**src/fso_pkg.sv**
```systemverilog
// Shared constants and types for the frame sync output configuration block
`default_nettype none
package fso_pkg;
  localparam int unsigned CLK_PERIOD_NS = 5;
  localparam int unsigned MF_PERIOD_NS = 500000;
  localparam int unsigned MF_CYCLES_DEF = MF_PERIOD_NS / CLK_PERIOD_NS;
  localparam int unsigned FRAMES_PER_MF = 4;
  localparam int unsigned CNT_W = 17;

  localparam logic [7:0] ADDR_SYNC_PULSE_CFG = 8'h7a;
  localparam logic [7:0] ADDR_FRAME_PHASE_CFG = 8'h7b;
  localparam logic [7:0] ADDR_SYNC_STATUS = 8'h7c;

  localparam logic [7:0] RST_SYNC_PULSE_CFG = 8'h00;
  localparam logic [7:0] RST_FRAME_PHASE_CFG = 8'h00;
  localparam logic [7:0] MASK_SYNC_PULSE_CFG = 8'h8f;
  localparam logic [7:0] MASK_FRAME_PHASE_CFG = 8'hc3;
  localparam logic [7:0] RDATA_IDLE = 8'h00;

  // Sampling precision of the external multiframe sync input
  typedef enum logic [1:0] {PREC_6M48, PREC_19M44, PREC_38M88} fso_prec_t;

  typedef struct packed {
    logic src_select;
    logic [2:0] unused;
    logic eight_khz_invert;
    logic eight_khz_pulse_mode;
    logic two_khz_invert;
    logic two_khz_pulse_mode;
  } fso_pulse_cfg_t;

  typedef struct packed {
    logic frame_align_independence;
    logic high_rate_sync_sampling;
    logic [3:0] unused;
    logic [1:0] sync_phase;
  } fso_phase_cfg_t;

  typedef struct packed {
    logic [7:0] addr;
    logic [7:0] wdata;
    logic wr;
    logic rd;
  } fso_reg_req_t;

  typedef struct packed {
    logic last_level;
    logic edge_seen;
  } fso_sampler_state_t;

  typedef struct packed {
    fso_pulse_cfg_t pulse_cfg;
    fso_phase_cfg_t phase_cfg;
    logic [7:0] rdata;
    logic [CNT_W-1:0] cnt;
    logic frame_pulse;
    logic mf_pulse;
    logic two_khz_raw;
    logic two_khz_out;
    logic ocn_resync;
    logic low_rate_resync;
  } fso_state_t;
endpackage
`default_nettype wire

```
**src/fso_sync_sampler.sv**
```systemverilog
// Samples the external multiframe sync input and flags its falling edge
`default_nettype none
module fso_sync_sampler (
  input wire logic clk_in,
  input wire logic reset_n_in,
  input wire logic sample_tick_in,
  input wire logic sync_level_in,
  output logic edge_out
);
  import fso_pkg::*;

  fso_sampler_state_t state_q;
  fso_sampler_state_t state_d;

  // Input only looked at on the selected precision tick
  always_comb begin
    state_d = state_q;
    state_d.edge_seen = 1'b0;
    if (sample_tick_in) begin
      state_d.last_level = sync_level_in;
      state_d.edge_seen = state_q.last_level & ~sync_level_in;
    end
  end

  always_ff @(posedge clk_in) begin
    if (!reset_n_in) begin
      state_q <= '0;
    end else begin
      state_q <= state_d;
    end
  end

  assign edge_out = state_q.edge_seen;
endmodule // fso_sync_sampler
`default_nettype wire

```
**src/fso_frame_sync.sv**
```systemverilog
// Frame and multiframe sync output generation with register configuration
`default_nettype none
module fso_frame_sync #(
  parameter int unsigned MF_CYCLES = fso_pkg::MF_CYCLES_DEF
) (
  input wire logic MCLK_IN,
  input wire logic RESET_N_IN,
  input wire logic [7:0] REG_ADDR_IN,
  input wire logic [7:0] REG_WDATA_IN,
  input wire logic REG_WR_IN,
  input wire logic REG_RD_IN,
  output logic [7:0] REG_RDATA_OUT,
  input wire logic EXT_SYNC_IN,
  input wire logic REF_IS_19M44_IN,
  input wire logic TICK_6M48_IN,
  input wire logic TICK_19M44_IN,
  input wire logic TICK_38M88_IN,
  input wire logic PW_CLK_EN_IN,
  input wire logic PW_CLK_TICK_IN,
  output logic FRAME_PULSE_OUT,
  output logic MULTIFRAME_PULSE_OUT,
  output logic TWO_KHZ_SYNC_OUT,
  output logic OCN_RESYNC_OUT,
  output logic LOW_RATE_RESYNC_OUT
);
  import fso_pkg::*;

  localparam logic [CNT_W-1:0] MF_LAST = CNT_W'(MF_CYCLES - 1);
  localparam logic [CNT_W-1:0] MF_HALF = CNT_W'(MF_CYCLES / 2);
  localparam logic [CNT_W-1:0] FRAME_LEN = CNT_W'(MF_CYCLES / FRAMES_PER_MF);

  // All state lives in one struct so the next value is built in one place only
  fso_state_t state_q;
  fso_state_t state_d;
  fso_reg_req_t req;
  fso_prec_t prec_sel;
  logic sample_tick;
  logic sync_edge;
  logic pulsed_mode;

  // Precision choice depends only on the high-rate bit and the reference
  function automatic fso_prec_t pick_precision(input logic high_rate, input logic ref_19m44);
    if (!high_rate) begin
      pick_precision = PREC_6M48;
    end else if (ref_19m44) begin
      pick_precision = PREC_19M44;
    end else begin
      pick_precision = PREC_38M88;
    end
  endfunction

  // True on the first cycle of each of the four frames in a multiframe
  function automatic logic is_frame_start(input logic [CNT_W-1:0] cnt);
    logic hit;
    hit = 1'b0;
    for (int unsigned i = 0; i < FRAMES_PER_MF; i++) begin
      if (cnt == CNT_W'(i * FRAME_LEN)) begin
        hit = 1'b1;
      end
    end
    is_frame_start = hit;
  endfunction

  assign req = '{addr: REG_ADDR_IN, wdata: REG_WDATA_IN, wr: REG_WR_IN, rd: REG_RD_IN};

  // Sample strobe chosen by precision
  always_comb begin
    prec_sel = pick_precision(state_q.phase_cfg.high_rate_sync_sampling, REF_IS_19M44_IN);
    case (prec_sel)
      PREC_6M48: sample_tick = TICK_6M48_IN;
      PREC_19M44: sample_tick = TICK_19M44_IN;
      PREC_38M88: sample_tick = TICK_38M88_IN;
      default: sample_tick = TICK_38M88_IN;
    endcase
  end

  fso_sync_sampler u_sampler (
    .clk_in(MCLK_IN),
    .reset_n_in(RESET_N_IN),
    .sample_tick_in(sample_tick),
    .sync_level_in(EXT_SYNC_IN),
    .edge_out(sync_edge)
  );

  // Pulsed form needs the width clock running; without it fall back to square
  assign pulsed_mode = state_q.pulse_cfg.two_khz_pulse_mode & PW_CLK_EN_IN;

  // Next-state logic: registers, multiframe counter, outputs
  always_comb begin
    state_d = state_q;
    state_d.rdata = RDATA_IDLE;
    // Reserved bits are dropped at the write so they always read back as zero
    if (req.wr) begin
      case (req.addr)
        ADDR_SYNC_PULSE_CFG: state_d.pulse_cfg = fso_pulse_cfg_t'(req.wdata & MASK_SYNC_PULSE_CFG);
        ADDR_FRAME_PHASE_CFG: state_d.phase_cfg = fso_phase_cfg_t'(req.wdata & MASK_FRAME_PHASE_CFG);
        default: ;
      endcase
    end
    // Reads answer from registered state, one cycle after the strobe
    if (req.rd) begin
      case (req.addr)
        ADDR_SYNC_PULSE_CFG: state_d.rdata = state_q.pulse_cfg;
        ADDR_FRAME_PHASE_CFG: state_d.rdata = state_q.phase_cfg;
        ADDR_SYNC_STATUS: state_d.rdata = {5'h00, state_q.two_khz_out, prec_sel};
        default: state_d.rdata = RDATA_IDLE;
      endcase
    end
    // A sync edge restarts the multiframe; frame outputs follow it always
    if (sync_edge) begin
      state_d.cnt = '0;
    end else if (state_q.cnt >= MF_LAST) begin
      state_d.cnt = '0;
    end else begin
      state_d.cnt = state_q.cnt + CNT_W'(1);
    end
    state_d.frame_pulse = is_frame_start(state_d.cnt);
    state_d.mf_pulse = (state_d.cnt == '0);
    if (pulsed_mode) begin
      // Start wins over a coinciding width tick so the pulse is never lost
      if (state_d.cnt == '0) begin
        state_d.two_khz_raw = 1'b1;
      end else if (PW_CLK_TICK_IN) begin
        state_d.two_khz_raw = 1'b0;
      end
    end else begin
      state_d.two_khz_raw = (state_d.cnt < MF_HALF);
    end
    state_d.two_khz_out = state_d.two_khz_raw ^ state_q.pulse_cfg.two_khz_invert;
    // Other clocks only disturbed when frame alignment is kept to them
    state_d.low_rate_resync = sync_edge & ~state_q.phase_cfg.frame_align_independence;
    state_d.ocn_resync = sync_edge & ~state_q.phase_cfg.frame_align_independence
                         & state_q.phase_cfg.high_rate_sync_sampling;
  end

  always_ff @(posedge MCLK_IN) begin
    if (!RESET_N_IN) begin
      state_q <= '{pulse_cfg: fso_pulse_cfg_t'(RST_SYNC_PULSE_CFG),
                   phase_cfg: fso_phase_cfg_t'(RST_FRAME_PHASE_CFG),
                   default: '0};
    end else begin
      state_q <= state_d;
    end
  end

  assign REG_RDATA_OUT = state_q.rdata;
  assign FRAME_PULSE_OUT = state_q.frame_pulse;
  assign MULTIFRAME_PULSE_OUT = state_q.mf_pulse;
  assign TWO_KHZ_SYNC_OUT = state_q.two_khz_out;
  assign OCN_RESYNC_OUT = state_q.ocn_resync;
  assign LOW_RATE_RESYNC_OUT = state_q.low_rate_resync;
endmodule // fso_frame_sync
`default_nettype wire

```
**config.mk**
```make
export PLATFORM = sky130hd
export DESIGN_NAME = fso_frame_sync
export DESIGN_NICKNAME = d
export VERILOG_FILES = /design/src/fso_pkg.sv /design/src/fso_sync_sampler.sv /design/src/fso_frame_sync.sv
export SDC_FILE = /design/constraint.sdc
export NUM_CORES = 1
export LEC_CHECK = 0
export BUFFER_PORTS_ARGS = -buffer_cell sky130_fd_sc_hd__buf_4
export CORE_MARGIN = 3
export CORE_UTILIZATION = 55
export DETAILED_ROUTE_END_ITERATION = 8
export PLACE_DENSITY = 0.79
export SETUP_SLACK_MARGIN = 0.02
export SLEW_MARGIN = 20
export SYNTH_ARGS = -nofsm -noshare
export SYNTH_HDL_FRONTEND = slang
export SYNTH_SLANG_ARGS = --single-unit
```
**constraint.sdc**
```tcl
create_clock -name MCLK_IN -period 3.4 [get_ports MCLK_IN]
set_clock_uncertainty 0.1 [all_clocks]
set_input_delay 0 -clock MCLK_IN [delete_from_list [all_inputs] [get_ports MCLK_IN]]
set_output_delay 0 -clock MCLK_IN [all_outputs]
set_load 0.05 [all_outputs]
```
==> run metrics, run 1 <==
most frequent CP cell=dlygate4sd3_1; DR iter-0 viols=179; maximum fanout along the worst path=5; Via density=5.745; WL per Instance=14.78 microns; slowest library cell on the worst path=nor3b_1; FF+latch count, synth=40; total negative setup slack=0 ns; critical path arrival=2.83 ns; relative slew slack=55.10%; RePlAce Congestion=0.8604; final hold vios=0; maximum root-to-sink buffer count=2; Seq. cell area=800.8 sq um; Yosys top cell area share=35.56%; # DRC=0; share of post-route cells with drive strength above 1=17.80%; worst endpoint required time=3.48 ns; type of the worst setup path=input pin to flip-flop; Starting Density=59.29%; initial antenna violation count=0; clk sink count=40; Clk Latency, worst-skew pair=0.29 ns; post-synthesis cell count=266; RSZ-0062 raised after global routing=no; CTS tree=yes; Critical Path End Type=flip-flop; Die ar.=4899 sq um; Overflow after GRT=0; clk slew on worst S/H paths=0.08 ns; largest net degree at the start of global routing=24; worst slew pin tran=0.6720 ns; fill count=277; # diodes=0; Chip Width=69.99 microns; FMAX=364.5 MHz; Multi-input gate area=1296 sq um; CP max stage delay=0.57 ns; critical path, cell by cell=dlygate4sd3_1 -> buf_4 -> nor3b_1 -> nand2_1 -> nor2_1 -> mux2i_1 -> nor2b_1 -> dlygate4sd3_1; HPWL Detailed=3413 microns; worst setup margin=0.6568 ns; first-pass iteration count of the detailed router=4; Design Area, Final=2736 sq um; number of synthesized flops with an enable pin=0; area grow syn2layout=21.50%; io pins=40; CTS buffer count=5; Hold WC Path Type=input pin to flip-flop; CP Launch Type=input pin; period utilization=80.68%; Die Ht=69.99 microns; Post-Route WL=5278 microns; leakage power=0.001058 uW; row count=22; GRT Resource Usage Total=22.05%; max cap viols=0; number of H-tree levels=2; core box area=3799 sq um; Synth cell types=54; top post-synthesis cells by area=dfxtp_1 36%, mux2i_1 6.7%, nor2_1 4.7%, xnor2_1 4.7%, nor2b_1 4.2%; VDD IR max=0.3498 mV; first-pass GRT wire length=8873 microns; run status=finished, final reports clean; Tmin final=2.743 ns; Post-synth ARST share=0%; final setup fails=0; final core occ=72.04%; number of global-route vias before repair=1919; Ys Warns=0; pre-CTS setup slack=0.7186 ns; Final Max Tran Viols=0; Avg Cell Area, Syn=8.467 sq um; mapped cell area=2252 sq um; Pwr per Cell Area=324.0 nW/um^2; Layout Nets=336; Post-synth top flop=dfxtp_1; post-route ant nets=0; post-synthesis sequential area ratio=35.56%; clock root buffer=clkbuf_8; placed cell area=2439 sq um; number of port buffers=35; number of vias after detailed routing=2051; Synth area leader=dfxtp_1
## critical path: cells and delay by family
kind	cells	cell delay [ns]
buffers and inverters	3	1.23
muxes	1	0.26
and+or+nand+nor	4	1.34
## final cells by class
type,count,area share (%)
Tap cell,48,2.195
Inverter,3,0.4115
Timing Repair Buffer,57,17.56
Multi-Input combinational cell,201,47.37
Sequential cell,40,29.26
Clock inverter,3,0.6859
Clock buffer,5,2.515
## per-layer routing
layer	wire, microns	vias up	track usage [%]
li1	-	1017	-
met1	2387	965	29.98
met2	2498	59	35.15
met3	307	10	5.612
met4	84	0	4.894
met5	0	-	0
## metrics by stage
step	hold slack (ns)	instances	total power, uW
final	0.09193	357	886.5
after detailed placement	0.07854	328	572.4
after floorplan	-0.02339	267	541.0
after CTS	0.07695	357	887.0
after global routing	0.1618	357	921.8
after global placement	0.07515	328	571.1
## logic make-up (layout without fill, tap and decap cells)
group | after synthesis | in the layout | share of synthesized area [%]
compound gates | 36 | 36 | 10.11
xor+xnor | 15 | 15 | 5.834
fa+ha+maj | 1 | 1 | 0.5555
buf+inv | 26 | 68 | 7.055
flops | 40 | 40 | 35.56
mux | 17 | 17 | 7.666
other cells | 1 | 2 | 0.1665
simple gates | 130 | 130 | 33.06
## path summary, 6_finish.rpt
path | endpoint | slack [ns] | start | cells past startpoint
max | state_q[42]$_SDFFE_PN0P_ | 0.66 | REG_ADDR_IN[2] | 8
max reg2reg | TWO_KHZ_SYNC_OUT$_SDFF_PN0_ | 0.66 | state_q[7]$_SDFF_PN0_ | 9
min reg2reg | LOW_RATE_RESYNC_OUT$_SDFF_PN0_ | 0.35 | state_q[38]$_SDFFE_PN0P_ | 1
min | u_sampler.state_q[1]$_SDFFE_PN0N_ | 0.09 | TICK_6M48_IN | 4
## sequential cells by signal, summed over array words and instances, names as in the netlist
signal	count
FRAME_PULSE_OUT	1
LOW_RATE_RESYNC_OUT	1
MULTIFRAME_PULSE_OUT	1
OCN_RESYNC_OUT	1
REG_RDATA_OUT	6
TWO_KHZ_SYNC_OUT	1
state_q	27
u_sampler.edge_out	1
u_sampler.state_q	1
## cell usage in the layout, fill, tap and decap left out, types with 3 or more instances in the layout
cell type	netlist	final
dfxtp_1	40	40
buf_4	10	36
nor2_1	28	28
dlygate4sd3_1	0	21
nand2_1	17	17
nor2b_1	15	15
mux2i_1	15	15
nand3_1	14	14
xnor2_1	12	12
o21ai_0	11	11
nand4_1	9	9
nor3_1	9	9
a21oi_1	7	7
nor4_1	5	5
and2_1	5	5
clkbuf_8	1	5
nor3b_1	4	4
inv_1	3	3
a31oi_1	3	3
xor2_1	3	3
and3_1	3	3
## synthesized netlist by cell type, types with 2 or more instances
cell       n
nor3_1     9
buf_2      4
o21a_1     2
and2_1     5
clkbuf_1   6
nand2_1   17
nand4_1    9
a31oi_1    3
xor2_1     3
nor4b_1    2
o21ai_0   11
nor4_1     5
inv_1      3
a311oi_1   2
o31ai_1    2
mux2_2     2
nand2b_1   2
a211oi_1   2
buf_4     10
nor3b_1    4
nor4_2     2
nand3_1   14
nor2b_1   15
nand3b_1   2
xnor2_1   12
mux2i_1   15
and3_1     3
a21oi_1    7
or3b_2     2
nor2_1    28
dfxtp_1   40
## power breakdown
group	switching, uW	internal [uW]	total, uW	leakage (uW)
clock network	167	143	310	0.0000479
logic	46.4	46.9	93.2	0.000686
registers	8.10	475	483	0.000324
total	221	665	886	0.00106
## what timing repair did
action                    4_1_cts  5_1_grt
hold endpoints to repair       24        0
hold buffers                   21        0
setup buffers                   0        0
gates resized for setup         0        0
Note: power is estimated with default switching activity, not from simulation.
==> run 2: changes to the inputs <==
--- a/config.mk
+++ b/config.mk
@@ -7,9 +7,9 @@
 export LEC_CHECK = 0
 export BUFFER_PORTS_ARGS = -buffer_cell sky130_fd_sc_hd__buf_4
 export CORE_MARGIN = 3
-export CORE_UTILIZATION = 55
+export CORE_UTILIZATION = 50
 export DETAILED_ROUTE_END_ITERATION = 8
-export PLACE_DENSITY = 0.79
+export PLACE_DENSITY = 0.75
 export SETUP_SLACK_MARGIN = 0.02
 export SLEW_MARGIN = 20
 export SYNTH_ARGS = -nofsm -noshare
==> constraint.sdc (replaced) <==
create_clock -name MCLK_IN -period 2.2 [get_ports MCLK_IN]
set_clock_uncertainty 0.1 [all_clocks]
set_input_delay 0 -clock MCLK_IN [delete_from_list [all_inputs] [get_ports MCLK_IN]]
set_output_delay 0 -clock MCLK_IN [all_outputs]
set_load 0.05 [all_outputs]
==> run metrics, run 2 (synthesis gave the netlist of run 1 again) <==
number of port buffers=35; hold worst-path end=u_sampler.state_q[1]$_SDFFE_PN0N_; worst setup margin=-0.2136 ns; CP Launch Type=flip-flop; GRT Resource Usage Total=27.75%; Critical Path End Type=flip-flop; type of the worst setup path=flip-flop to flip-flop; post-route ant nets=0; RSZ-0062 raised after global routing=yes; Final Instance Count excl. Fillers=406; Starting Density=53.97%; number of global-route vias before repair=2351; relative slew slack=62.62%; met2 routed WL=3898 microns; # diodes=0; top sig layer=met4; Biggest register=state_q; Clk Latency, worst-skew pair=0.31 ns; largest net degree at the start of global routing=24; worst hold start=TICK_6M48_IN; max cap viols=0; final setup fails=4; Final Max Tran Viols=0; maximum root-to-sink buffer count=2; first-pass GRT wire length=11420 microns; DRT met1 WL=3189 microns; Die ar.=5346 sq um; number of H-tree levels=2; CTS buffer count=5; HPWL Detailed=4367 microns; RePlAce Congestion=1.030; VDD IR max=0.4763 mV; met3 WL post-DR=689 microns; placed cells=369; Layout Nets=383; worst endpoint required time=2.33 ns; leakage power=0.001393 uW; commonest cells after routing, fill and taps aside=83 x buf_4, 30 x dfxtp_1, 26 x nor2_1; row count=23; worst slew pin tran=0.5466 ns; failing checks=negative setup slack; first-pass iteration count of the detailed router=8; Pwr per Cell Area=463.2 nW/um^2; FF-to-FF End=FRAME_PULSE_OUT$_SDFF_PN0_; clk sink count=40; R2R cell count=7; Overflow after GRT=0; Fin Hold WS=0.03611 ns; Die Ht=73.12 microns; Reg2Reg Launch Point=state_q[8]$_SDFF_PN0_; fill count=222; final hold vios=0; # DRC=0; DR iter-0 viols=279; FMAX=414.3 MHz; maximum fanout along the worst path=6; io pins=40; most common cell after layout, fill and taps aside=buf_4; pre-CTS setup slack=-0.1432 ns; Hold WC Path Type=input pin to flip-flop; critical path arrival=2.54 ns; initial antenna violation count=0; number of vias after detailed routing=2528; clk slew on worst S/H paths=0.10 ns; run status=complete, but fails checks; clock root buffer=clkbuf_8; flop2flop setup slack=-0.21 ns; share of post-route cells with drive strength above 1=40.73%; area grow syn2layout=51.00%; total negative setup slack=-0.4427 ns; WL per Instance=20.45 microns; Via density=6.227; number of flip-flops under the largest register name=27; Chip Width=73.12 microns; period utilization=109.7%; CTS tree=yes; Tmin final=2.414 ns; core box area=4173 sq um; Post-Route WL=8301 microns; hold depth=4
==> run 2: worst max-delay path by stage <==
stage	cells after the start	start	endpoint	slack, ns
after global placement	8	state_q[11]$_SDFF_PN0_	TWO_KHZ_SYNC_OUT$_SDFF_PN0_	-0.06
after floorplan	10	state_q[7]$_SDFF_PN0_	TWO_KHZ_SYNC_OUT$_SDFF_PN0_	0.03
after detailed placement	10	state_q[6]$_SDFF_PN0_	FRAME_PULSE_OUT$_SDFF_PN0_	-0.14
final	7	state_q[8]$_SDFF_PN0_	FRAME_PULSE_OUT$_SDFF_PN0_	-0.21
after CTS	10	state_q[7]$_SDFF_PN0_	FRAME_PULSE_OUT$_SDFF_PN0_	-0.02
after global routing	11	state_q[6]$_SDFF_PN0_	FRAME_PULSE_OUT$_SDFF_PN0_	-0.27
==> run 2: where the power goes <==
group / internal, uW / total (uW) / switching (uW)
registers: 734 / 746 / 12.3
logic: 97.7 / 191 / 92.8
clock network: 342 / 639 / 296
total: 1170 / 1580 / 401
==> run 2: repair_timing <==
action | in CTS | in global routing
resized for setup | 18 | 35
buffers inserted | 7 | 3
hold buffers | 20 | 0
endpoints found under the setup margin | 4 | 7
endpoints found under the hold margin | 25 | 0
pin swaps | 19 | 16
==> run 2: worst max-delay path, stage by stage (launching register included) <==
cell and delay, ns:
dfxtp_2 0.39, nand3_2 0.20, nor4_4 0.37, xnor2_2 0.14, or4_4 0.54, nor4_4 0.30, o21ai_1 0.09, a21boi_1 0.21
==> run 2: layout make-up <==
type	count	area, sq um	share of cell area (%)
Multi-Input combinational cell	201	1554	45.70
Timing Repair Buffer	104	837.1	24.61
Sequential cell	40	820.8	24.14
Clock buffer	5	68.82	2.024
Tap cell	50	62.56	1.840
Clock inverter	3	46.29	1.361
Inverter	3	11.26	0.3311
==> run 2: metrics by stage <==
step | util [%] | instance area [sq um] | power (uW)
CTS | 76.73 | 3202 | 1538
finish | 81.50 | 3401 | 1575
floorplan | - | 2283 | 838.6
detailed placement | 66.12 | 2759 | 903.8
global placement | 66.12 | 2759 | 900.8
global route | 81.50 | 3401 | 1612
==> run 2: layer usage <==
metal | vias up | global-route usage [%]
met5 | - | 0
met1 | 1157 | 34.44
met2 | 186 | 46.77
met3 | 69 | 5.372
met4 | 0 | 11.27
li1 | 1116 | -
